[src/rtl/lcsr_consts.svh]
// Constants for the link controller host register port: bit positions,
// pointer fields, primitive codes and timing counts.
// Assumes inclusion by its bare name from every design file that needs it.
`ifndef LCSR_CONSTS_SVH
`define LCSR_CONSTS_SVH

// Address pointer fields
`define LCSR_PTR_NARROW      7
`define LCSR_PTR_SEL_HI     3
`define LCSR_PTR_SEL_LO     1
`define LCSR_PTR_UPPER      0
`define LCSR_PTR_RESET      16'h0000

// Register select codes
`define LCSR_SEL_CTRL       3'h0
`define LCSR_SEL_PRIM       3'h1

// Control/status bits
`define LCSR_B_POLL         15
`define LCSR_B_STOP         14
`define LCSR_B_TXDIS        13
`define LCSR_B_RXDIS        12
`define LCSR_B_TRANSMIT_RING_ACTIVE         11
`define LCSR_B_RECEIVE_RING_ACTIVE         10
`define LCSR_B_IGATE        9
`define LCSR_B_ISUM         8
`define LCSR_FLAG_HI        7
`define LCSR_FLAG_LO        1

// Primitive exchange bits
`define LCSR_B_CONFLICT     15
`define LCSR_B_PENDING      14
`define LCSR_B_PARAM        13
`define LCSR_CODE_HI        12
`define LCSR_CODE_LO        8

// Host primitive codes
`define LCSR_PRIM_STOP      5'h00
`define LCSR_PRIM_START     5'h01

// Bus master ready timeout, in system clocks
`define LCSR_TIMEOUT_CYC    256
`endif

[src/rtl/lcsr_pkg.sv]
// Types shared by the link controller host register port.
// Assumes lcsr_consts.svh is available for the numeric constants.
package lcsr_pkg;

  // Events raised by the link engine, one cycle pulses
  typedef struct packed {
    logic busTimeout;   // flag bit 7
    logic rxMissed;     // flag bit 6
    logic rxOverflow;   // flag bit 5
    logic txStarved;    // flag bit 4
    logic provEvent;    // flag bit 3
    logic txDone;       // flag bit 2
    logic rxDone;       // flag bit 1
  } lcsr_events_type;

  // Steering toward the link engine
  typedef struct packed {
    logic       stopped;
    logic       txRingActive;
    logic       rxRingActive;
    logic       pollRequest;
    logic       localBusy;
    logic       sendReady;
    logic       cmdValid;
    logic [4:0] cmdCode;
    logic       cmdParam;
  } lcsr_ctrl_type;

  // Host command engine states
  typedef enum logic [2:0] {
    LCSR_CMD_IDLE = 3'b001,
    LCSR_CMD_EXEC = 3'b010,
    LCSR_CMD_DONE = 3'b100
  } lcsr_cmd_state_type;

endpackage

[src/rtl/lcsr_flag_bank.sv]
// Sticky event flags with write-one-to-clear and a summary output.
// Assumes single clock, synchronous active-high reset and a clock enable.
`timescale 1ns/1ps
`default_nettype none
`include "lcsr_consts.svh"

module lcsr_flag_bank #(
  parameter int NFLAGS = 7
) (
  input  wire logic              ref_clk,
  input  wire logic              rst,
  input  wire logic              clkEn,
  input  wire logic [NFLAGS-1:0] setPulse,
  input  wire logic [NFLAGS-1:0] clearOnes,
  input  wire logic              clearAll,
  output logic      [NFLAGS-1:0] flags,
  output logic                   anyFlag
);

  // Refuse widths that do not fit the 16-bit register view
  if (NFLAGS < 1 || NFLAGS > 15) begin : gBadParam
    $error("lcsr_flag_bank: NFLAGS out of range");
  end

  logic [NFLAGS-1:0] flag_r;

  // Each flag: set beats host clear so no event is lost
  genvar i;
  generate
    for (i = 0; i < NFLAGS; i++) begin : gFlag
      logic flag_nxt;
      // (RL13) set-only clear-by-one
      assign flag_nxt = setPulse[i] | (flag_r[i] & ~clearOnes[i] & ~clearAll);
      always_ff @(posedge ref_clk) begin
        if (rst) begin
          flag_r[i] <= 1'b0;
        end else if (clkEn) begin
          flag_r[i] <= flag_nxt;
        end
      end
    end
  endgenerate

  assign flags   = flag_r;
  // (RL11) summary is OR of flags
  assign anyFlag = |flag_r;

  flag_set_wins_a: assert property (@(posedge ref_clk) disable iff (rst) // (RL13)
    clkEn && setPulse[0] |=> flag_r[0])
    else $error("flag set lost against clear");

endmodule
`default_nettype wire

[src/rtl/lcsr_host_port.sv]
// Host register port: address pointer, data window, control/status and
// primitive exchange registers of the link controller.
// Assumes host bus signals synchronous to ref_clk; link engine drives events.
`timescale 1ns/1ps
`default_nettype none
`include "lcsr_consts.svh"

// How it works
// (RL1) Port-select low reaches data window, high reaches address pointer.
// (RL2) Host writes zero to reserved pointer bits and byte select when wide.
// (RL3) Pointer bit 7 picks byte mode; bit 0 picks upper byte.
// (RL4) Pointer bits 3:1 choose the register; reset clears pointer.
// (RL5) Data window writes load and reads return the selected register.
// (RL6) Poll request set by writing one, cleared when used or reset.
// (RL7) Stop bit set by reset or stop command; held until start.
// (RL8) Transmit disable stops transmit ring access after current frame.
// (RL9) Receive disable stops receive ring; local busy RNR, clear sends RR.
// (RL10) Ring active bits follow start, disables, stop and reset.
// (RL11) Summary is OR of flags; interrupt low when gate and summary set.
// (RL12) Ready missing for 256 clocks sets timeout flag, turns rings off.
// (RL13) Event flags set by device, cleared by one, reset or stop.
// (RL14) Missed frame sets flag, clears receive ring, busy until cleared.
// (RL15) Receive overflow sets flag; engine flushes and reuses buffers.
// (RL16) Transmit starvation mid-frame sets underrun flag.
// (RL17) New provider event written sets provider flag.
// (RL18) Transmit descriptor update sets transmit done flag.
// (RL19) Receive descriptor update sets receive done flag.
// (RL20) Conflicting host command sets conflict bit; clear by writing one.
// (RL21) Host writes code and parameter then pending; device clears pending.
// (RL22) Code 0 stops (param 1 full reset); code 1 starts when stopped.
module lcsr_host_port (
  input  wire logic                     ref_clk,
  input  wire logic                     rst,
  input  wire logic                     clkEn,
  input  wire logic                     busSel,
  input  wire logic                     portSelect,
  input  wire logic                     busWrite,
  input  wire logic [15:0]              busWdata,
  input  wire lcsr_pkg::lcsr_events_type events,
  input  wire logic                     pollTaken,
  input  wire logic                     linkUp,
  input  wire logic                     transparentMode,
  input  wire logic                     masterAddrValid,
  input  wire logic                     masterReady,
  input  wire logic [7:0]               provPrimData,
  output logic      [15:0]              busRdata,
  output logic                          interruptLow,
  output lcsr_pkg::lcsr_ctrl_type       ctrl
);

  // Register state
  logic [15:0] ptr_r;
  logic        poll_r, stop_r, txDis_r, rxDis_r, transmit_ring_active_r, receive_ring_active_r, gate_r;
  logic        conflict_r, pending_r, param_r;
  logic [4:0]  code_r;
  logic [8:0]  waitCnt_r;
  logic        busyPrev_r;
  logic [15:0] rdata_r;
  logic        irq_r;
  lcsr_pkg::lcsr_ctrl_type ctrl_r;
  lcsr_pkg::lcsr_cmd_state_type st_r, st_nxt;

  // Byte lane merge for narrow mode, used by control and primitive register writes
  function automatic logic [15:0] merge(input logic [15:0] old, input logic [15:0] wd,
                                        input logic narrow, input logic upper);
    if (!narrow) begin
      merge = wd;
    end else if (upper) begin
      merge = {wd[7:0], old[7:0]};
    end else begin
      merge = {old[15:8], wd[7:0]};
    end
  endfunction

  // (RL1) decode by port-select level
  wire         ptrWr   = clkEn & busSel & busWrite & portSelect;
  wire         winWr   = clkEn & busSel & busWrite & ~portSelect;
  // (RL3) width and byte select from pointer
  wire         narrow  = ptr_r[`LCSR_PTR_NARROW];
  wire         upper   = ptr_r[`LCSR_PTR_UPPER] & narrow;
  // (RL4) register select field
  wire  [2:0]  regSel  = ptr_r[`LCSR_PTR_SEL_HI:`LCSR_PTR_SEL_LO];
  wire         ctrlWr  = winWr & (regSel == `LCSR_SEL_CTRL);
  wire         primWr  = winWr & (regSel == `LCSR_SEL_PRIM);

  // Event flags and summary view
  logic [6:0]  flags;
  logic        anyFlag;
  wire  [15:0] ctrlOld;
  wire  [15:0] primOld;
  wire  [15:0] ctrlW   = merge(ctrlOld, busWdata, narrow, upper);
  wire  [15:0] primW   = merge(primOld, busWdata, narrow, upper);
  // Narrow writes touch one lane; the merged-in old byte must not act on
  // write-one-to-clear or write-one-to-set bits
  wire         hiLane  = ~narrow | upper;
  wire         loLane  = ~narrow | ~upper;
  wire  [6:0]  flagClr = (ctrlWr & loLane) ? ctrlW[`LCSR_FLAG_HI:`LCSR_FLAG_LO] : 7'h00;

  // Command decode
  wire         cmdExec  = (st_r == lcsr_pkg::LCSR_CMD_EXEC);
  wire         isStop   = cmdExec & (code_r == `LCSR_PRIM_STOP);
  wire         isStart  = cmdExec & (code_r == `LCSR_PRIM_START);
  // (RL22) start valid only stopped or transparent
  wire         startOk  = stop_r | transparentMode;
  wire         badCmd   = cmdExec & ((isStart & ~startOk) |
                          ((code_r != `LCSR_PRIM_STOP) & (code_r != `LCSR_PRIM_START)));
  wire         doStop   = isStop;
  wire         doStart  = isStart & startOk;
  wire         softRst  = doStop & param_r;

  // (RL12) bus master ready timeout
  wire         timeout  = masterAddrValid & ~masterReady &
                          (waitCnt_r == 9'(`LCSR_TIMEOUT_CYC - 1));
  // (RL15) overflow sets flag
  // (RL16) starvation sets flag
  // (RL17) provider event flag
  // (RL18) transmit done flag
  // (RL19) receive done flag
  wire [6:0]   flagSet  = {events.busTimeout | timeout, events.rxMissed,
                           events.rxOverflow, events.txStarved, events.provEvent,
                           events.txDone, events.rxDone};

  lcsr_flag_bank #(
    .NFLAGS (7)
  ) uFlags (
    .ref_clk   (ref_clk),
    .rst       (rst),
    .clkEn     (clkEn),
    .setPulse  (flagSet),
    .clearOnes (flagClr),
    .clearAll  (doStop),
    .flags     (flags),
    .anyFlag   (anyFlag)
  );

  // Register views as the host reads them; control register bit 0 reads zero
  assign ctrlOld = {poll_r, stop_r, txDis_r, rxDis_r, transmit_ring_active_r, receive_ring_active_r, gate_r,
                    anyFlag, flags, 1'b0};
  assign primOld = {conflict_r, pending_r, param_r, code_r, provPrimData};

  // (RL5) window read selects register
  wire  [15:0] winWord = (regSel == `LCSR_SEL_CTRL) ? ctrlOld :
                         (regSel == `LCSR_SEL_PRIM) ? primOld : 16'h0000;
  wire  [15:0] winRead = !narrow ? winWord :
                         upper   ? {8'h00, winWord[15:8]} : {8'h00, winWord[7:0]};
  wire  [15:0] rdNext  = portSelect ? ptr_r : winRead;

  // Local busy: receive disabled or missed frame while link is up
  // (RL9) busy from disable
  // (RL14) busy from missed frame
  wire         busyNow = linkUp & (rxDis_r | flags[5]);

  // (RL4) pointer write; reserved bits are kept zero regardless of host
  always_ff @(posedge ref_clk) begin
    if (rst || (clkEn && softRst)) begin
      ptr_r <= `LCSR_PTR_RESET;
    end else if (ptrWr) begin
      ptr_r <= busWdata & 16'h008f;
    end
  end

  // Control register write side and device updates
  always_ff @(posedge ref_clk) begin
    if (rst || (clkEn && softRst)) begin
      poll_r  <= 1'b0;
      stop_r  <= 1'b1;
      txDis_r <= 1'b0;
      rxDis_r <= 1'b0;
      gate_r  <= 1'b0;
    end else if (clkEn) begin
      // (RL6) poll: one sets, use clears
      poll_r  <= (ctrlWr & hiLane & ctrlW[`LCSR_B_POLL]) | (poll_r & ~pollTaken);
      // (RL7) stop set by stop command
      stop_r  <= doStop ? 1'b1 : doStart ? 1'b0 : stop_r;
      txDis_r <= ctrlWr ? ctrlW[`LCSR_B_TXDIS] : txDis_r;
      rxDis_r <= ctrlWr ? ctrlW[`LCSR_B_RXDIS] : rxDis_r;
      // (RL11) gate blocked while stopped
      gate_r  <= doStop ? 1'b0 :
                 ctrlWr ? (ctrlW[`LCSR_B_IGATE] & ~stop_r) : gate_r;
    end
  end

  // Ring active bits; a disable or an error beats start in the same cycle
  always_ff @(posedge ref_clk) begin
    if (rst || (clkEn && softRst)) begin
      transmit_ring_active_r <= 1'b0;
      receive_ring_active_r <= 1'b0;
    end else if (clkEn) begin
      // (RL8) transmit ring stops on disable
      // (RL10) active bits follow start
      // (RL12) timeout turns rings off
      // A timeout keeps both rings off until the host clears its flag or a start is accepted
      transmit_ring_active_r <= ~doStop & ~txDis_r & ~timeout & ~events.busTimeout &
                (transmit_ring_active_r | doStart | (~stop_r & ~flags[6]));
      // (RL14) missed frame clears receive ring
      receive_ring_active_r <= ~doStop & ~rxDis_r & ~timeout & ~events.busTimeout & ~events.rxMissed &
                (receive_ring_active_r | doStart | (~stop_r & ~flags[5] & ~flags[6]));
    end
  end

  // (RL12) count clocks from address until ready
  always_ff @(posedge ref_clk) begin
    if (rst) begin
      waitCnt_r <= 9'h000;
    end else if (clkEn) begin
      waitCnt_r <= (masterAddrValid & ~masterReady & ~timeout) ? waitCnt_r + 9'h001 : 9'h000;
    end
  end

  // Host command state machine
  always_comb begin
    case (st_r)
      lcsr_pkg::LCSR_CMD_IDLE: st_nxt = pending_r ? lcsr_pkg::LCSR_CMD_EXEC : st_r;
      lcsr_pkg::LCSR_CMD_EXEC: st_nxt = lcsr_pkg::LCSR_CMD_DONE;
      lcsr_pkg::LCSR_CMD_DONE: st_nxt = lcsr_pkg::LCSR_CMD_IDLE;
      default:                 st_nxt = lcsr_pkg::LCSR_CMD_IDLE;
    endcase
  end

  always_ff @(posedge ref_clk) begin
    if (rst) begin
      st_r <= lcsr_pkg::LCSR_CMD_IDLE;
    end else if (clkEn) begin
      st_r <= st_nxt;
    end
  end

  // Primitive exchange register
  always_ff @(posedge ref_clk) begin
    if (rst || (clkEn && softRst)) begin
      conflict_r <= 1'b0;
      pending_r  <= 1'b0;
      param_r    <= 1'b0;
      code_r     <= 5'h00;
    end else if (clkEn) begin
      // (RL20) conflict set wins over clear
      conflict_r <= badCmd | (conflict_r & ~(primWr & hiLane & primW[`LCSR_B_CONFLICT]));
      // (RL21) pending cleared once processed
      if (st_r == lcsr_pkg::LCSR_CMD_DONE) begin
        pending_r <= 1'b0;
      end else if (primWr && st_r == lcsr_pkg::LCSR_CMD_IDLE) begin
        pending_r <= primW[`LCSR_B_PENDING];
      end
      if (primWr && st_r == lcsr_pkg::LCSR_CMD_IDLE) begin
        param_r <= primW[`LCSR_B_PARAM];
        code_r  <= primW[`LCSR_CODE_HI:`LCSR_CODE_LO];
      end
    end
  end

  // Registered outputs: read data, interrupt pin, engine steering
  always_ff @(posedge ref_clk) begin
    if (rst) begin
      rdata_r    <= 16'h0000;
      irq_r      <= 1'b1;
      busyPrev_r <= 1'b0;
      ctrl_r     <= '0;
    end else if (clkEn) begin
      rdata_r    <= rdNext;
      // (RL11) pin low when gate and summary
      irq_r      <= ~(gate_r & anyFlag);
      busyPrev_r <= busyNow;
      ctrl_r.stopped      <= stop_r;
      ctrl_r.txRingActive <= transmit_ring_active_r;
      ctrl_r.rxRingActive <= receive_ring_active_r;
      ctrl_r.pollRequest  <= poll_r;
      ctrl_r.localBusy    <= busyNow;
      ctrl_r.sendReady    <= busyPrev_r & ~busyNow & linkUp;
      // (RL22) command handed to link engine
      ctrl_r.cmdValid     <= cmdExec & ~badCmd;
      ctrl_r.cmdCode      <= code_r;
      ctrl_r.cmdParam     <= param_r;
    end
  end

  assign busRdata     = rdata_r;
  assign interruptLow = irq_r;
  assign ctrl         = ctrl_r;

  gate_needs_run_a: assert property (@(posedge ref_clk) disable iff (rst) // (RL11)
    clkEn && stop_r && !doStop |=> !$rose(gate_r))
    else $error("interrupt gate set while stopped");
  irq_pin_a: assert property (@(posedge ref_clk) disable iff (rst) // (RL11)
    clkEn |=> (irq_r == !($past(gate_r) && $past(anyFlag))))
    else $error("interrupt pin does not follow gate and summary");
  stop_clears_a: assert property (@(posedge ref_clk) disable iff (rst) // (RL10)
    clkEn && doStop && flagSet == 7'h00 |=> stop_r && !transmit_ring_active_r && !receive_ring_active_r && flags == 7'h00)
    else $error("stop did not clear ring and flag state");
  timeout_flag_a: assert property (@(posedge ref_clk) disable iff (rst) // (RL12)
    clkEn && timeout |=> flags[6] && !transmit_ring_active_r && !receive_ring_active_r)
    else $error("bus timeout did not set flag or stop rings");
  txdis_off_a: assert property (@(posedge ref_clk) disable iff (rst) // (RL8)
    clkEn && txDis_r |=> !transmit_ring_active_r)
    else $error("transmit ring active while disabled");
  pending_done_a: assert property (@(posedge ref_clk) disable iff (rst) // (RL21)
    clkEn && st_r == lcsr_pkg::LCSR_CMD_DONE |=> !pending_r)
    else $error("pending not cleared after command");
  poll_hold_a: assert property (@(posedge ref_clk) disable iff (rst) // (RL6)
    clkEn && poll_r && !pollTaken && !softRst |=> poll_r)
    else $error("poll request dropped before use");
  ptr_write_a: assert property (@(posedge ref_clk) disable iff (rst) // (RL4)
    ptrWr && !softRst |=> ptr_r == ($past(busWdata) & 16'h008f))
    else $error("pointer write not stored");
  conflict_set_a: assert property (@(posedge ref_clk) disable iff (rst) // (RL20)
    clkEn && badCmd |=> conflict_r)
    else $error("conflict not flagged");

  cov_start_c: cover property (@(posedge ref_clk) disable iff (rst) doStart);
  cov_stop_c: cover property (@(posedge ref_clk) disable iff (rst) doStop);
  cov_irq_c: cover property (@(posedge ref_clk) disable iff (rst) !irq_r);
  cov_timeout_c: cover property (@(posedge ref_clk) disable iff (rst) timeout);

endmodule
`default_nettype wire

[config.mk]
export PLATFORM = sky130hd
export DESIGN_NAME = lcsr_host_port
export DESIGN_NICKNAME = d
export VERILOG_FILES = /design/src/rtl/lcsr_pkg.sv /design/src/rtl/lcsr_flag_bank.sv /design/src/rtl/lcsr_host_port.sv
export VERILOG_INCLUDE_DIRS = /design/src /design/src/rtl
export SDC_FILE = /design/constraint.sdc
export NUM_CORES = 1
export LEC_CHECK = 0
export ABC_AREA = 1
export BUFFER_PORTS_ARGS = -buffer_cell sky130_fd_sc_hd__buf_2
export CELL_PAD_IN_SITES_DETAIL_PLACEMENT = 0
export CELL_PAD_IN_SITES_GLOBAL_PLACEMENT = 2
export CORE_UTILIZATION = 26
export DETAILED_ROUTE_END_ITERATION = 8
export PLACE_DENSITY_LB_ADDON = 0.1
export SLEW_MARGIN = 20
export SYNTH_ARGS = -nofsm -noshare
export SYNTH_HDL_FRONTEND = slang
export SYNTH_HIERARCHICAL = 1
export SYNTH_SLANG_ARGS = --single-unit
[constraint.sdc]
create_clock -name ref_clk -period 1.66 [get_ports ref_clk]
set_input_delay 0.166 -clock ref_clk [delete_from_list [all_inputs] [get_ports ref_clk]]
set_output_delay 0.166 -clock ref_clk [all_outputs]
set_load 0.01 [all_outputs]
== Yosys cells after proc, flatten, opt, wreduce, memory -nomap -nowiden ==
Cells that the tools add are included.

* Add/subtract/negate cells: 1
* Eq/ne operators: 10
* Multiplexer cells: 19
* Bitwise logic cells: 101
* Reduce and logical (&&, ||, !) cells: 16

{| class="wikitable"
|+ Operators with widths
! cell !! count
|-
| 2-to-1 mux 16 bit || 8
|-
| AND 1 bit || 56
|-
| NOT 1 bit || 26
|-
| bitwise OR 1 bit || 19
|-
| adder 9 x 1 -> 9 bit, second input constant || 1
|-
| == test 9 x 8 -> 1 bit, second input constant || 1
|-
| 2-to-1 mux 9 bit || 1
|-
| AND reduction 3 bit || 3
|-
| 2-to-1 mux 8 bit || 1
|-
| 2-to-1 mux 7 bit || 1
|-
| OR reduction 7 bit || 1
|-
| == test 3 x 1 -> 1 bit, second input constant || 2
|-
| 2-to-1 mux 1 bit || 6
|-
| case mux 3 bit (2 select lines) || 1
|-
| AND reduction 2 bit || 3
|-
| nonzero test 2 bit || 3
|-
| == test 5 x 1 -> 1 bit, second input constant || 1
|-
| zero test 5 bit || 1
|-
| inequality test 5 x 1 -> 1 bit, second input constant || 1
|-
| nonzero test 5 bit || 1
|-
| == test 3 x 2 -> 1 bit, second input constant || 1
|-
| == test 3 bit, second input constant || 1
|-
| zero test 3 bit || 1
|-
| 2-to-1 mux 3 bit || 1
|-
| other kinds (5) || 6
|}

* Bits in registers: 69
* Bits of input ports: 42
* Output and inout port bits: 30
* Word-level logic and storage cells: 179

== Depth between registers and ports, before layout ==
Gate-level depths: netlist of run 1.

* Depth after elaboration: 10
* Gate-level depth with buffers: 13
* Gate-level depth less buffers: 13

== Modules after synthesis ==
The synthesis of run 1 kept the hierarchy.

{| class="wikitable"
|+ By module, submodules not included
! module !! instances !! cells an instance !! area each (um2) !! seq. area each (um2)
|-
| lcsr_host_port || 1 || 448 || 3050.4 || 1241.2
|-
| lcsr_flag_bank || 1 || 40 || 295.3 || 140.1
|}

== Least setup slack after synthesis of run 1 ==
Ideal clock, no wire load.

* Kind: reg-to-reg
* Start: register st_r[0]
* End: register uFlags.flag_r[3] (netlist: uFlags/flags[3])
* Data arrival time: 1.553 ns
* Path slack: -0.009 ns
* Cell stages (with the launch flop): 9
* Buffers on the path: 0
* Cells stage by stage: dfxtp_1 -> inv_2 -> nand2_1 -> nor2_2 -> inv_1 -> nor4_1 -> o21ai_0 -> nand2_1 -> a21oi_1

* Word-level cells in the longest chain between the ends: 5

{| class="wikitable"
|+ Ends and longest elaborated chain
! item !! RTL line !! source
|-
| start: declaration || lcsr_host_port.sv:61 || <nowiki>lcsr_pkg::lcsr_cmd_state_type st_r, st_nxt;</nowiki>
|-
| start signal: assignment || lcsr_host_port.sv:222 || <nowiki>st_r <= lcsr_pkg::LCSR_CMD_IDLE;</nowiki>
|-
| start signal: assignment || lcsr_host_port.sv:224 || <nowiki>st_r <= st_nxt;</nowiki>
|-
| == test 3 x 2 -> 1 bit || lcsr_host_port.sv:100 || <nowiki>wire cmdExec = (st_r == lcsr_pkg::LCSR_CMD_EXEC);</nowiki>
|-
| AND 1 bit || lcsr_host_port.sv:101 || <nowiki>wire isStop = cmdExec & (code_r == `LCSR_PRIM_STOP);</nowiki>
|-
| named net doStop || lcsr_host_port.sv:107 || <nowiki>wire doStop = isStop;</nowiki>
|-
| NOT 1 bit || lcsr_flag_bank.sv:33 || <nowiki>assign flag_nxt = setPulse[i] | (flag_r[i] & ~clearOnes[i] & ~clearAll);</nowiki>
|-
| AND 1 bit || lcsr_flag_bank.sv:33 ||
|-
| bitwise OR 1 bit || lcsr_flag_bank.sv:33 ||
|-
| end signal: indexed assignment || lcsr_flag_bank.sv:38 || <nowiki>flag_r[i] <= flag_nxt;</nowiki>
|-
| end: declaration || lcsr_flag_bank.sv:25 || <nowiki>logic [NFLAGS-1:0] flag_r;</nowiki>
|}

The timed path passes the listed nets, and every way through them passes these cells.
A chain may end at the register's enable or synchronous reset.

== Final worst setup path of run 1 ==
* Start: register waitCnt_r[0]
* End: register waitCnt_r[6]

* Word-level cells in the longest chain between the ends: 5
* Elaborated cells between the ends (all ways): 6
* Classes of those cells: 1 x add/sub; 1 x eq/ne; 1 x mux; 3 x bitwise

{| class="wikitable"
|+ Ends and longest elaborated chain
! item !! RTL line !! source
|-
| start: declaration || lcsr_host_port.sv:56 || <nowiki>logic [8:0] waitCnt_r;</nowiki>
|-
| start signal: assignment || lcsr_host_port.sv:206 || <nowiki>waitCnt_r <= (masterAddrValid & ~masterReady & ~timeout) ? waitCnt_r + 9'h001 : 9'h000;</nowiki>
|-
| parallel branches: the longest is 4 deep, another holds adder 9 x 1 -> 9 bit || n/a ||
|-
| 2-to-1 mux 9 bit * || lcsr_host_port.sv:206 ||
|}

Every way passes the cells marked *.

==> impl_results.md, run 1 <==
* Total wire length at 11.3 mm
* PwrDens at 928 mW/mm^2
* Hold_sp: events[1]
* Post-synth cell types at 34
* Final setup fails at 0
* Nets at 628
* FF-to-FF path depth at 11
* Vias/cell at 4.50
* Clock root cell: clkbuf_16
* CP max FO at 3
* Sum Neg Setup Slack at 0 ps
* P&R area growth vs syn at 32.1%
* GR Util All Layers at 0.184
* Pin count of the biggest net entering global routing at 37
* Post-synthesis sequential area ratio at 0.413
* Slew of the pin with the lowest slew margin at 444 ps
* GPL Wtd Cong at 0.797
* RR Endpoint: waitCnt_r[6]$_SDFFE_PP0P_
* Count of state elements after synthesis at 69
* I/O Buffers at 71
* Grt ovf at 0
* Total number of vias at 3,420
* Post-route DRC at 0
* Slew Limit Headroom at 0.702
* Crit path from: waitCnt_r[0]$_SDFFE_PP0P_
* Net Count, Synth at 532
* Clock skew at 9.45 ps
* Initial DRC count at 136
* Final cycle utilization of the critical path at 0.939
* Chip width at 115 um
* Final hold violations at 0
* Worst IR Drop VDD at 0.395 mV
* Share of layout cells above drive strength 1 at 0.274
* Mapped cell area at 0.00335 sq mm
* Post-synth EDFFs at 0
* Synth Area per Inst at 6.86 sq um
* Boundary Pins at 72
* DRT antenna net count at 0
* First-pass GRT wire length at 18.0 mm
* CTS HTree Levels at 3
* Fmax at 641 MHz
* Post-synth top flop: dfxtp_1
* Fraction of registers with async set/reset at 0
* Hold slack at 70.9 ps
* DP HPWL at 8.73 mm
* Core Region at 0.0126 sq mm
* Number of CTS-inserted buffers at 9
* Worst-path clk slew at 60 ps
* Leakage at 1.98 nW
* RSZ-0062 raised after global routing: yes
* Setup slack, reg-to-reg at 100 ps
* Die Ht at 115 um
* Commonest cells after routing, fill and taps aside: nand2_1, buf_2, dfxtp_1, a21oi_1, nand3_1
* Critical path startpoint category: flip-flop
* Starting Density at 0.266
* Status: completed
* WP data arrival at 1820 ps
* Min-delay worst type: primary input to flip-flop
* Clk Latency, worst-skew pair at 340 ps
* Mean routed wirelength per cell at 14.8 um
* Initial antenna violation count at 0
* Die Footprint at 0.0133 sq mm
* CP Capture Type: flip-flop
* DRT Pass-1 Iters at 4
* Critical path class: flip-flop to flip-flop
* Leading cell type in the layout, fill and taps excluded: nand2_1
* Reg-to-Reg Start: waitCnt_r[0]$_SDFFE_PP0P_
* Min Tclk post-route at 1560 ps
* Max Cap Violations at 0
* WHS Endpoint: uFlags/flags[1]$_SDFFE_PP0P_
* Antenna cells at 0
* Num rows at 41
* CTS Hold Bufs at 0
* Clk sink count at 69
* WP data required at 1920 ps
* Number of cells on the worst hold path at 3
* Clk buf depth at 2
* Vias in the first global route at 3,316
* Fill count at 1,371
* CTS tree: yes
* Final Slew Violations at 0
* Synth warn at 6
* Synth Instances at 488
-- synth_stat cells, types with 3 or more instances --
library cell | count | area share
a211oi_1 | 4 | 0.0090
a21oi_1 | 59 | 0.088
buf_2 | 5 | 0.0075
buf_6 | 3 | 0.010
clkbuf_1 | 8 | 0.0090
dfxtp_1 | 69 | 0.41
inv_1 | 37 | 0.042
inv_2 | 5 | 0.0056
nand2_1 | 143 | 0.16
nand2_2 | 3 | 0.0056
nand3_1 | 38 | 0.057
nand4_1 | 3 | 0.0056
nor2_1 | 37 | 0.042
nor2_2 | 5 | 0.0093
nor3_1 | 3 | 0.0045
o21ai_0 | 32 | 0.048
o21ai_1 | 3 | 0.0045
o21ai_2 | 4 | 0.010
or2_2 | 7 | 0.013
-- logic make-up (layout without fill, tap and decap cells) --
group                    after synthesis  after routing  share of synthesized area
AND/OR/NAND/NOR                      247            247                      0.323
adder cells (fa/ha/maj)                2              2                    0.00748
flip-flops                            69             69                      0.413
buffers and inverters                 62            162                     0.0804
XOR/XNOR                               1              1                    0.00262
AO/OA/AOI/OAI                        107            107                      0.174
-- final cells by class --
type	instances	area, sq um	share of cell area
Inverter	43	161	0.0365
Clock buffer	15	298	0.0674
Sequential cell	69	1390	0.313
Tap cell	172	215	0.0487
Timing Repair Buffer	104	628	0.142
Multi-Input combinational cell	357	1730	0.392
-- report_power, final --
| part | switching (W) | internal, W |
|---|---|---|
| Clock | 0.000726 | 0.00121 |
| Sequential | 0.0000450 | 0.00171 |
| Combinational | 0.000244 | 0.000167 |
-- worst max-delay path, cell delays in order, from the launching register on --
cell and delay [ps]:
dfxtp_2 330, ha_4 160, nand2_2 60, inv_2 40
nand3_2 60, nor2_2 40, ha_2 160, nand3b_1 160
a21oi_2 160, buf_4 140, o21ai_1 50, a21oi_1 120
-- sequential cells by signal, indices dropped and copies added, names as in the netlist, 3 cells and up --
register and cells:
busRdata 16, ctrl 13, waitCnt_r 9, uFlags/flags 7, code_r 5, ptr_r 5
st_r 3
-- per-layer routing --
layer	wire length [um]	up-vias	GRT usage	share of wire
met5	0	-	0	0
met3	389	13	0.0356	0.035
met1	5640	1553	0.253	0.50
met2	5070	65	0.283	0.45
met4	176	0	0.0710	0.016
li1	-	1789	-	-
-- timing repair --
action / CTS / global route
resized for setup: 6 / 9
setup endpoints to repair: 4 / 9
setup buffers: 0 / 1
pin swaps: 1 / 3
-- per-stage QoR --
stage	std cells	power, W	setup WS [ps]	util	area, sq um
after floorplan	488	0.00201	29.6	-	3350
after global placement	744	0.00220	15.3	0.325	4080
after detailed placement	744	0.00220	-42.4	0.325	4080
after CTS	759	0.00415	22.1	0.350	4390
after global routing	760	0.00431	-12.8	0.352	4420
final	760	0.00410	101	0.352	4420
-- how the worst max path moves through the flow --
stage | to | slack [ps] | depth (start not counted)
2_1_floorplan | waitCnt_r[5]$_SDFFE_PP0P_ | 30 | 10
3_3_place_gp | waitCnt_r[5]$_SDFFE_PP0P_ | 20 | 10
3_5_place_dp | waitCnt_r[2]$_SDFFE_PP0P_ | -40 | 10
4_1_cts | waitCnt_r[6]$_SDFFE_PP0P_ | 20 | 11
5_1_grt | transmit_ring_active_r$_SDFFE_PP0P_ | -10 | 13
6_report | waitCnt_r[6]$_SDFFE_PP0P_ | 100 | 11
No activity file was read; power rests on OpenSTA's default activity.
==> inputs of run 2 (changes only) <==
--- a/config.mk
+++ b/config.mk
@@ -10,6 +10,7 @@
 export BUFFER_PORTS_ARGS = -buffer_cell sky130_fd_sc_hd__buf_2
 export CELL_PAD_IN_SITES_DETAIL_PLACEMENT = 0
 export CELL_PAD_IN_SITES_GLOBAL_PLACEMENT = 2
+export CORE_ASPECT_RATIO = 1.5
 export CORE_UTILIZATION = 26
 export DETAILED_ROUTE_END_ITERATION = 8
 export PLACE_DENSITY_LB_ADDON = 0.1
==> run 2 against run 1 <==
  * Combinational power rose by 4%
  * Flip-flop and latch count unchanged
  * Utilization grew 0.25 points
  * First-iteration DRC count is 18% lower
  * Via count increased by 0.38%
  * Highest routed layer unchanged
==> impl_results.md, run 2 (synthesis results as in run 1) <==
* Status: completed
* Commonest cells after routing, fill and taps aside: nand2_1, buf_2, dfxtp_1, a21oi_1, nand3_1
* I/O Buffers at 71
* Fill count at 1,406
* Share of layout cells above drive strength 1 at 0.278
* Final cycle utilization of the critical path at 0.946
* Clk Latency, worst-skew pair at 330 ps
* Clock root cell: clkbuf_16
* Clock skew at 3.52 ps
* GR Util All Layers at 0.173
* Sw Share at 0.242
* Antenna cells at 0
* Clock Power Share at 0.458
* Leakage at 1.99 nW
* GPL Wtd Cong at 0.815
* DP HPWL at 8.88 mm
* Max Cap Violations at 0
* Min-delay worst type: primary input to flip-flop
* CP Cell Sequence: ha_4 -> nand2_2 -> inv_2 -> nand3_2 -> nor2_2 -> ha_2 -> nand3b_1 -> a21oi_2 -> buf_4 -> o21ai_2 -> a21oi_1
* First-pass GRT wire length at 17.2 mm
* Crit-path leading delay family: compound AO/OA/AOI/OAI gates
* Chip width at 94.6 um
* Initial DRC count at 112
* Total wire length at 11.2 mm
* Final cell count without fillers at 745
* Combinational share of power at 0.106
* Nets at 630
* Mean routed wirelength per cell at 15.0 um
* Fmax at 637 MHz
* Post-route DRC at 0
* CTS HTree Levels at 3
* Leading cell type in the layout, fill and taps excluded: nand2_1
* Starting Density at 0.267
* P&R area growth vs syn at 32.5%
* Number of CTS-inserted buffers at 9
* Pin count of the biggest net entering global routing at 28
* Power, Total at 0.00401 W
* Vias/cell at 4.61
* Bufs and invs on worst path at 2
* Final hold violations at 0
* Clk sink count at 69
* Switching power at 0.000970 W
* Num rows at 50
* CP peak stage delay at 330 ps
* Vias in the first global route at 3,253
* WP data arrival at 1830 ps
* CP Capture Type: flip-flop
* CP max FO at 3
* Worst IR Drop VDD at 0.397 mV
* Slew Limit Headroom at 0.708
* Max reg flops at 16
* Placed inst area at 0.00411 sq mm
* CTS Hold Bufs at 0
* Die Footprint at 0.0133 sq mm
* DRT antenna net count at 0
* Initial antenna violation count at 0
* Final Cell Area at 0.00443 sq mm
* DRT Pass-1 Iters at 4
* Grt ovf at 0
* Slew of the pin with the lowest slew margin at 436 ps
* Critical path startpoint category: flip-flop
* Cells after DPL at 731
* CTS tree: yes
* Critical path class: flip-flop to flip-flop
* Worst-path clk slew at 50 ps
* Sequential fraction of design power at 0.436
* Final Slew Violations at 0
* Final setup fails at 0
* Die Ht at 141 um
* WP data required at 1920 ps
* Boundary Pins at 72
* Sum Neg Setup Slack at 0 ps
* Total number of vias at 3,433
* CP max stage cell: dfxtp_2
* Clk buf depth at 2
* P_int at 0.00304 W
* Min Tclk post-route at 1570 ps
* PwrDens at 905 mW/mm^2
* Final core utilization at 0.354
* Core Region at 0.0125 sq mm
run 2: final timing paths:
| kind | cells past startpoint | from | to | slack (ps) |
|---|---|---|---|---|
| setup / recovery | 11 | waitCnt_r[0]$_SDFFE_PP0P_ | waitCnt_r[6]$_SDFFE_PP0P_ | 90 |
| hold / removal | 3 | events[0] | uFlags/flags[0]$_SDFFE_PP0P_ | 80 |
| setup reg to reg | 11 | waitCnt_r[0]$_SDFFE_PP0P_ | waitCnt_r[6]$_SDFFE_PP0P_ | 90 |
| hold reg to reg | 2 | ctrl[7]$_SDFFE_PP0P_ | ctrl[7]$_SDFFE_PP0P_ | 460 |
run 2: final cells by class:
class	count	area (sq um)	share of cell area
sequential	69	1390	0.313
multi-input combinational	357	1740	0.392
inverter	43	161	0.0364
timing repair buffer	106	668	0.151
clock inverter	1	5.00	0.00113
clock buffer	13	280	0.0632
tap	156	195	0.0440
run 2: per-layer routing:
metal / wire (um) / part of all wire / up-vias / global-route usage
li1: - / - / 1784 / -
met1: 4800 / 0.43 / 1557 / 0.207
met2: 5770 / 0.52 / 75 / 0.302
met3: 366 / 0.033 / 17 / 0.0307
met4: 231 / 0.021 / 0 / 0.0646
met5: 0 / 0 / - / 0
run 2: stage by stage:
step                      hold WS (ps)  setup slack [ps]
after floorplan                    235              29.6
after CTS                         72.7              25.5
after global placement             422              12.0
after detailed placement           427             -32.4
after global routing              71.4             -33.0
final                             81.1              89.7
run 2: power by group through the flow:
stage               Combinational, W  Clock, W  Sequential [W]
finish                      0.000426   0.00184         0.00175
CTS                         0.000431   0.00190         0.00175
floorplan                   0.000218         0         0.00179
global placement            0.000428         0         0.00178
detailed placement          0.000428         0         0.00178
global route                0.000480   0.00196         0.00176
run 2: repair_timing:
action                                  4_1_cts  5_1_grt
endpoints found under the setup margin        4        9
buffers inserted                              0        0
pin swaps                                     1        2
resized for setup                             5       10
run 2: worst min-delay path, delay by kind of cell:
kind            cells  cell delay (ps)
buf+inv             1               90
simple gates        1               50
compound gates      1               50
==> inputs of run 3 (changes only) <==
--- a/config.mk
+++ b/config.mk
@@ -13,7 +13,7 @@
 export CORE_ASPECT_RATIO = 1.5
 export CORE_UTILIZATION = 26
 export DETAILED_ROUTE_END_ITERATION = 8
-export PLACE_DENSITY_LB_ADDON = 0.1
+export PLACE_DENSITY = 0.74
 export SLEW_MARGIN = 20
 export SYNTH_ARGS = -nofsm -noshare
 export SYNTH_HDL_FRONTEND = slang
==> run 3 against run 2 <==
  * Clock-buffer cell count up 2
  * Fmax up 1.8%
  * Non-clock buffer count down 3
  * Sequential power about the same
  * Largest cell class unchanged
  * Combinational power down 2%
==> impl_results.md, run 3 (synthesis results as in run 1) <==
* Status: completed
* CP Cell Sequence: ha_4 -> nand2_2 -> inv_2 -> nand3_2 -> nor2_2 -> ha_2 -> nand3b_1 -> a21oi_2 -> inv_2 -> nor3_1
* Share of layout cells above drive strength 1 at 0.272
* Sw Share at 0.238
* Clk sink count at 69
* Slew Limit Headroom at 0.689
* RSZ-0062 raised after global routing: yes
* DRT Pass-1 Iters at 4
* Worst IR Drop VDD at 0.491 mV
* Clock Power Share at 0.465
* Hold_sp: events[0]
* RR Endpoint: waitCnt_r[5]$_SDFFE_PP0P_
* Number of CTS-inserted buffers at 9
* Grt ovf at 0
* Final core utilization at 0.351
* Vias in the first global route at 3,432
* DP HPWL at 8.68 mm
* Final Slew Violations at 0
* CP max FO at 6
* CTS Hold Bufs at 0
* CP Capture Type: flip-flop
* GR Layer Usage met2 at 0.308
* Starting Density at 0.267
* GR Util All Layers at 0.174
* Setup bufs post-CTS at 0
* P_int at 0.00309 W
* Worst setup margin at 118 ps
* CP max stage cell: dfxtp_2
* Min Tclk post-route at 1540 ps
* Max reg flops at 16
* Dpl ws at -56.6 ps
* Nets at 627
* DRT antenna net count at 0
* Hold slack at 87.6 ps
* Critical path class: flip-flop to flip-flop
* Total wire length at 11.0 mm
* Min-delay worst type: primary input to flip-flop
* Setup slack, reg-to-reg at 120 ps
* GPL Wtd Cong at 0.846
* Clk Latency, worst-skew pair at 330 ps
* Met3 Usage GRT at 0.0367
* Initial antenna violation count at 0
* PwrDens at 924 mW/mm^2
* WHS Endpoint: uFlags/flags[0]$_SDFFE_PP0P_
* Switching power at 0.000966 W
* Clk buf depth at 2
* Die Ht at 141 um
* Die Footprint at 0.0133 sq mm
* Slew of the pin with the lowest slew margin at 464 ps
* CTS HTree Levels at 3
* Initial DRC count at 108
* Reg-to-Reg Start: waitCnt_r[1]$_SDFFE_PP0P_
* Leakage at 1.95 nW
* Antenna cells at 0
* Combinational share of power at 0.103
* Crit-path leading delay family: simple AND/OR/NAND/NOR gates
* Max Cap Violations at 0
* Chip width at 94.6 um
* Post-route DRC at 0
* Clock skew at 3.07 ps
* Num rows at 50
* First-pass GRT wire length at 17.3 mm
* Core Region at 0.0125 sq mm
* Final cycle utilization of the critical path at 0.929
* WP data required at 1910 ps
* CTS tree: yes
* GRT met1 Usage at 0.191
* CP dominant cell by count: inv_2
* Critical path startpoint category: flip-flop
* WP data arrival at 1800 ps
* Pin count of the biggest net entering global routing at 38
* FF-to-FF path depth at 10
* Final hold violations at 0
* Commonest cells after routing, fill and taps aside: nand2_1, buf_2, dfxtp_1, a21oi_1, nand3_1
* Total number of vias at 3,461
* Mean routed wirelength per cell at 14.8 um
* P&R area growth vs syn at 31.2%
* Leading cell type in the layout, fill and taps excluded: nand2_1
* Power, Total at 0.00405 W
* Busiest grt layer: met2
* Number of cells on the worst hold path at 3
* Fill count at 1,425
* Clock root cell: clkbuf_16
* Worst-path clk slew at 50 ps
* CP peak stage delay at 340 ps
* Boundary Pins at 72
* Vias/cell at 4.65
* Final setup fails at 0
* Fmax at 648 MHz
* Sequential fraction of design power at 0.432
* Bufs and invs on worst path at 2
* I/O Buffers at 71
[run 3: cell types whose count changed in the layout (fill, tap and decap cells not counted)]
cell	before	now
o21ai_2	5	6
clkbuf_8	4	1
o21ai_0	31	30
nor2_2	6	5
buf_12	4	1
clkinv_2	1	0
a211oi_2	0	1
clkbuf_1	0	5
a211oi_1	4	3
bufinv_16	0	1
nor2_4	0	1
[run 3: stage by stage]
stage,setup TNS [ps],instances,area [sq um]
2_1_floorplan,0,488,3350
3_3_place_gp,0,728,4050
3_5_place_dp,-142,728,4050
4_1_cts,0,744,4340
5_1_grt,-12.3,744,4390
6_report,0,744,4390
[run 3: worst max path at each step]
stage | start | to | slack (ps) | cells past startpoint
global route | waitCnt_r[1]$_SDFFE_PP0P_ | waitCnt_r[6]$_SDFFE_PP0P_ | -10 | 11
global placement | waitCnt_r[0]$_SDFFE_PP0P_ | waitCnt_r[2]$_SDFFE_PP0P_ | 30 | 10
detailed placement | waitCnt_r[0]$_SDFFE_PP0P_ | waitCnt_r[5]$_SDFFE_PP0P_ | -60 | 10
CTS | waitCnt_r[1]$_SDFFE_PP0P_ | waitCnt_r[6]$_SDFFE_PP0P_ | 4 | 11
floorplan | waitCnt_r[0]$_SDFFE_PP0P_ | waitCnt_r[5]$_SDFFE_PP0P_ | 30 | 10
finish | waitCnt_r[1]$_SDFFE_PP0P_ | waitCnt_r[5]$_SDFFE_PP0P_ | 120 | 10
[run 3: worst reg2reg max path: cells and delay by family, from the launching register on]
kind / cells / cell delay [ps]
fa+ha+maj: 2 / 320
flops: 1 / 340
buf+inv: 2 / 130
simple gates: 5 / 510
compound gates: 1 / 170
[run 3: what timing repair did]
item / CTS / global route
endpoints found under the setup margin: 4 / 11
gates cloned: 0 / 0
pin swaps: 1 / 3
gates resized for setup: 3 / 16
hold endpoints to repair: 0 / 0
[run 3: layer usage]
layer	vias to the layer above	wire (um)	share of wire
li1	1788	-	-
met1	1570	4420	0.40
met4	0	355	0.032
met2	77	5760	0.52
met3	26	473	0.043
met5	-	0	0
[run 3: power groups by stage]
stage,Combinational [W],Sequential [W],Clock (W)
floorplan,0.000218,0.00179,0
global placement,0.000414,0.00178,0
detailed placement,0.000416,0.00178,0
CTS,0.000420,0.00175,0.00192
global route,0.000468,0.00176,0.00200
finish,0.000417,0.00175,0.00188
[run 3: layout make-up]
type,instances,area (sq um),share of cell area
clock buffer,15,258,0.0587
clock inverter,1,30.0,0.00684
inverter,43,161,0.0368
multi-input combinational,357,1750,0.399
sequential,69,1390,0.316
tap,156,195,0.0445
timing repair buffer,103,608,0.139
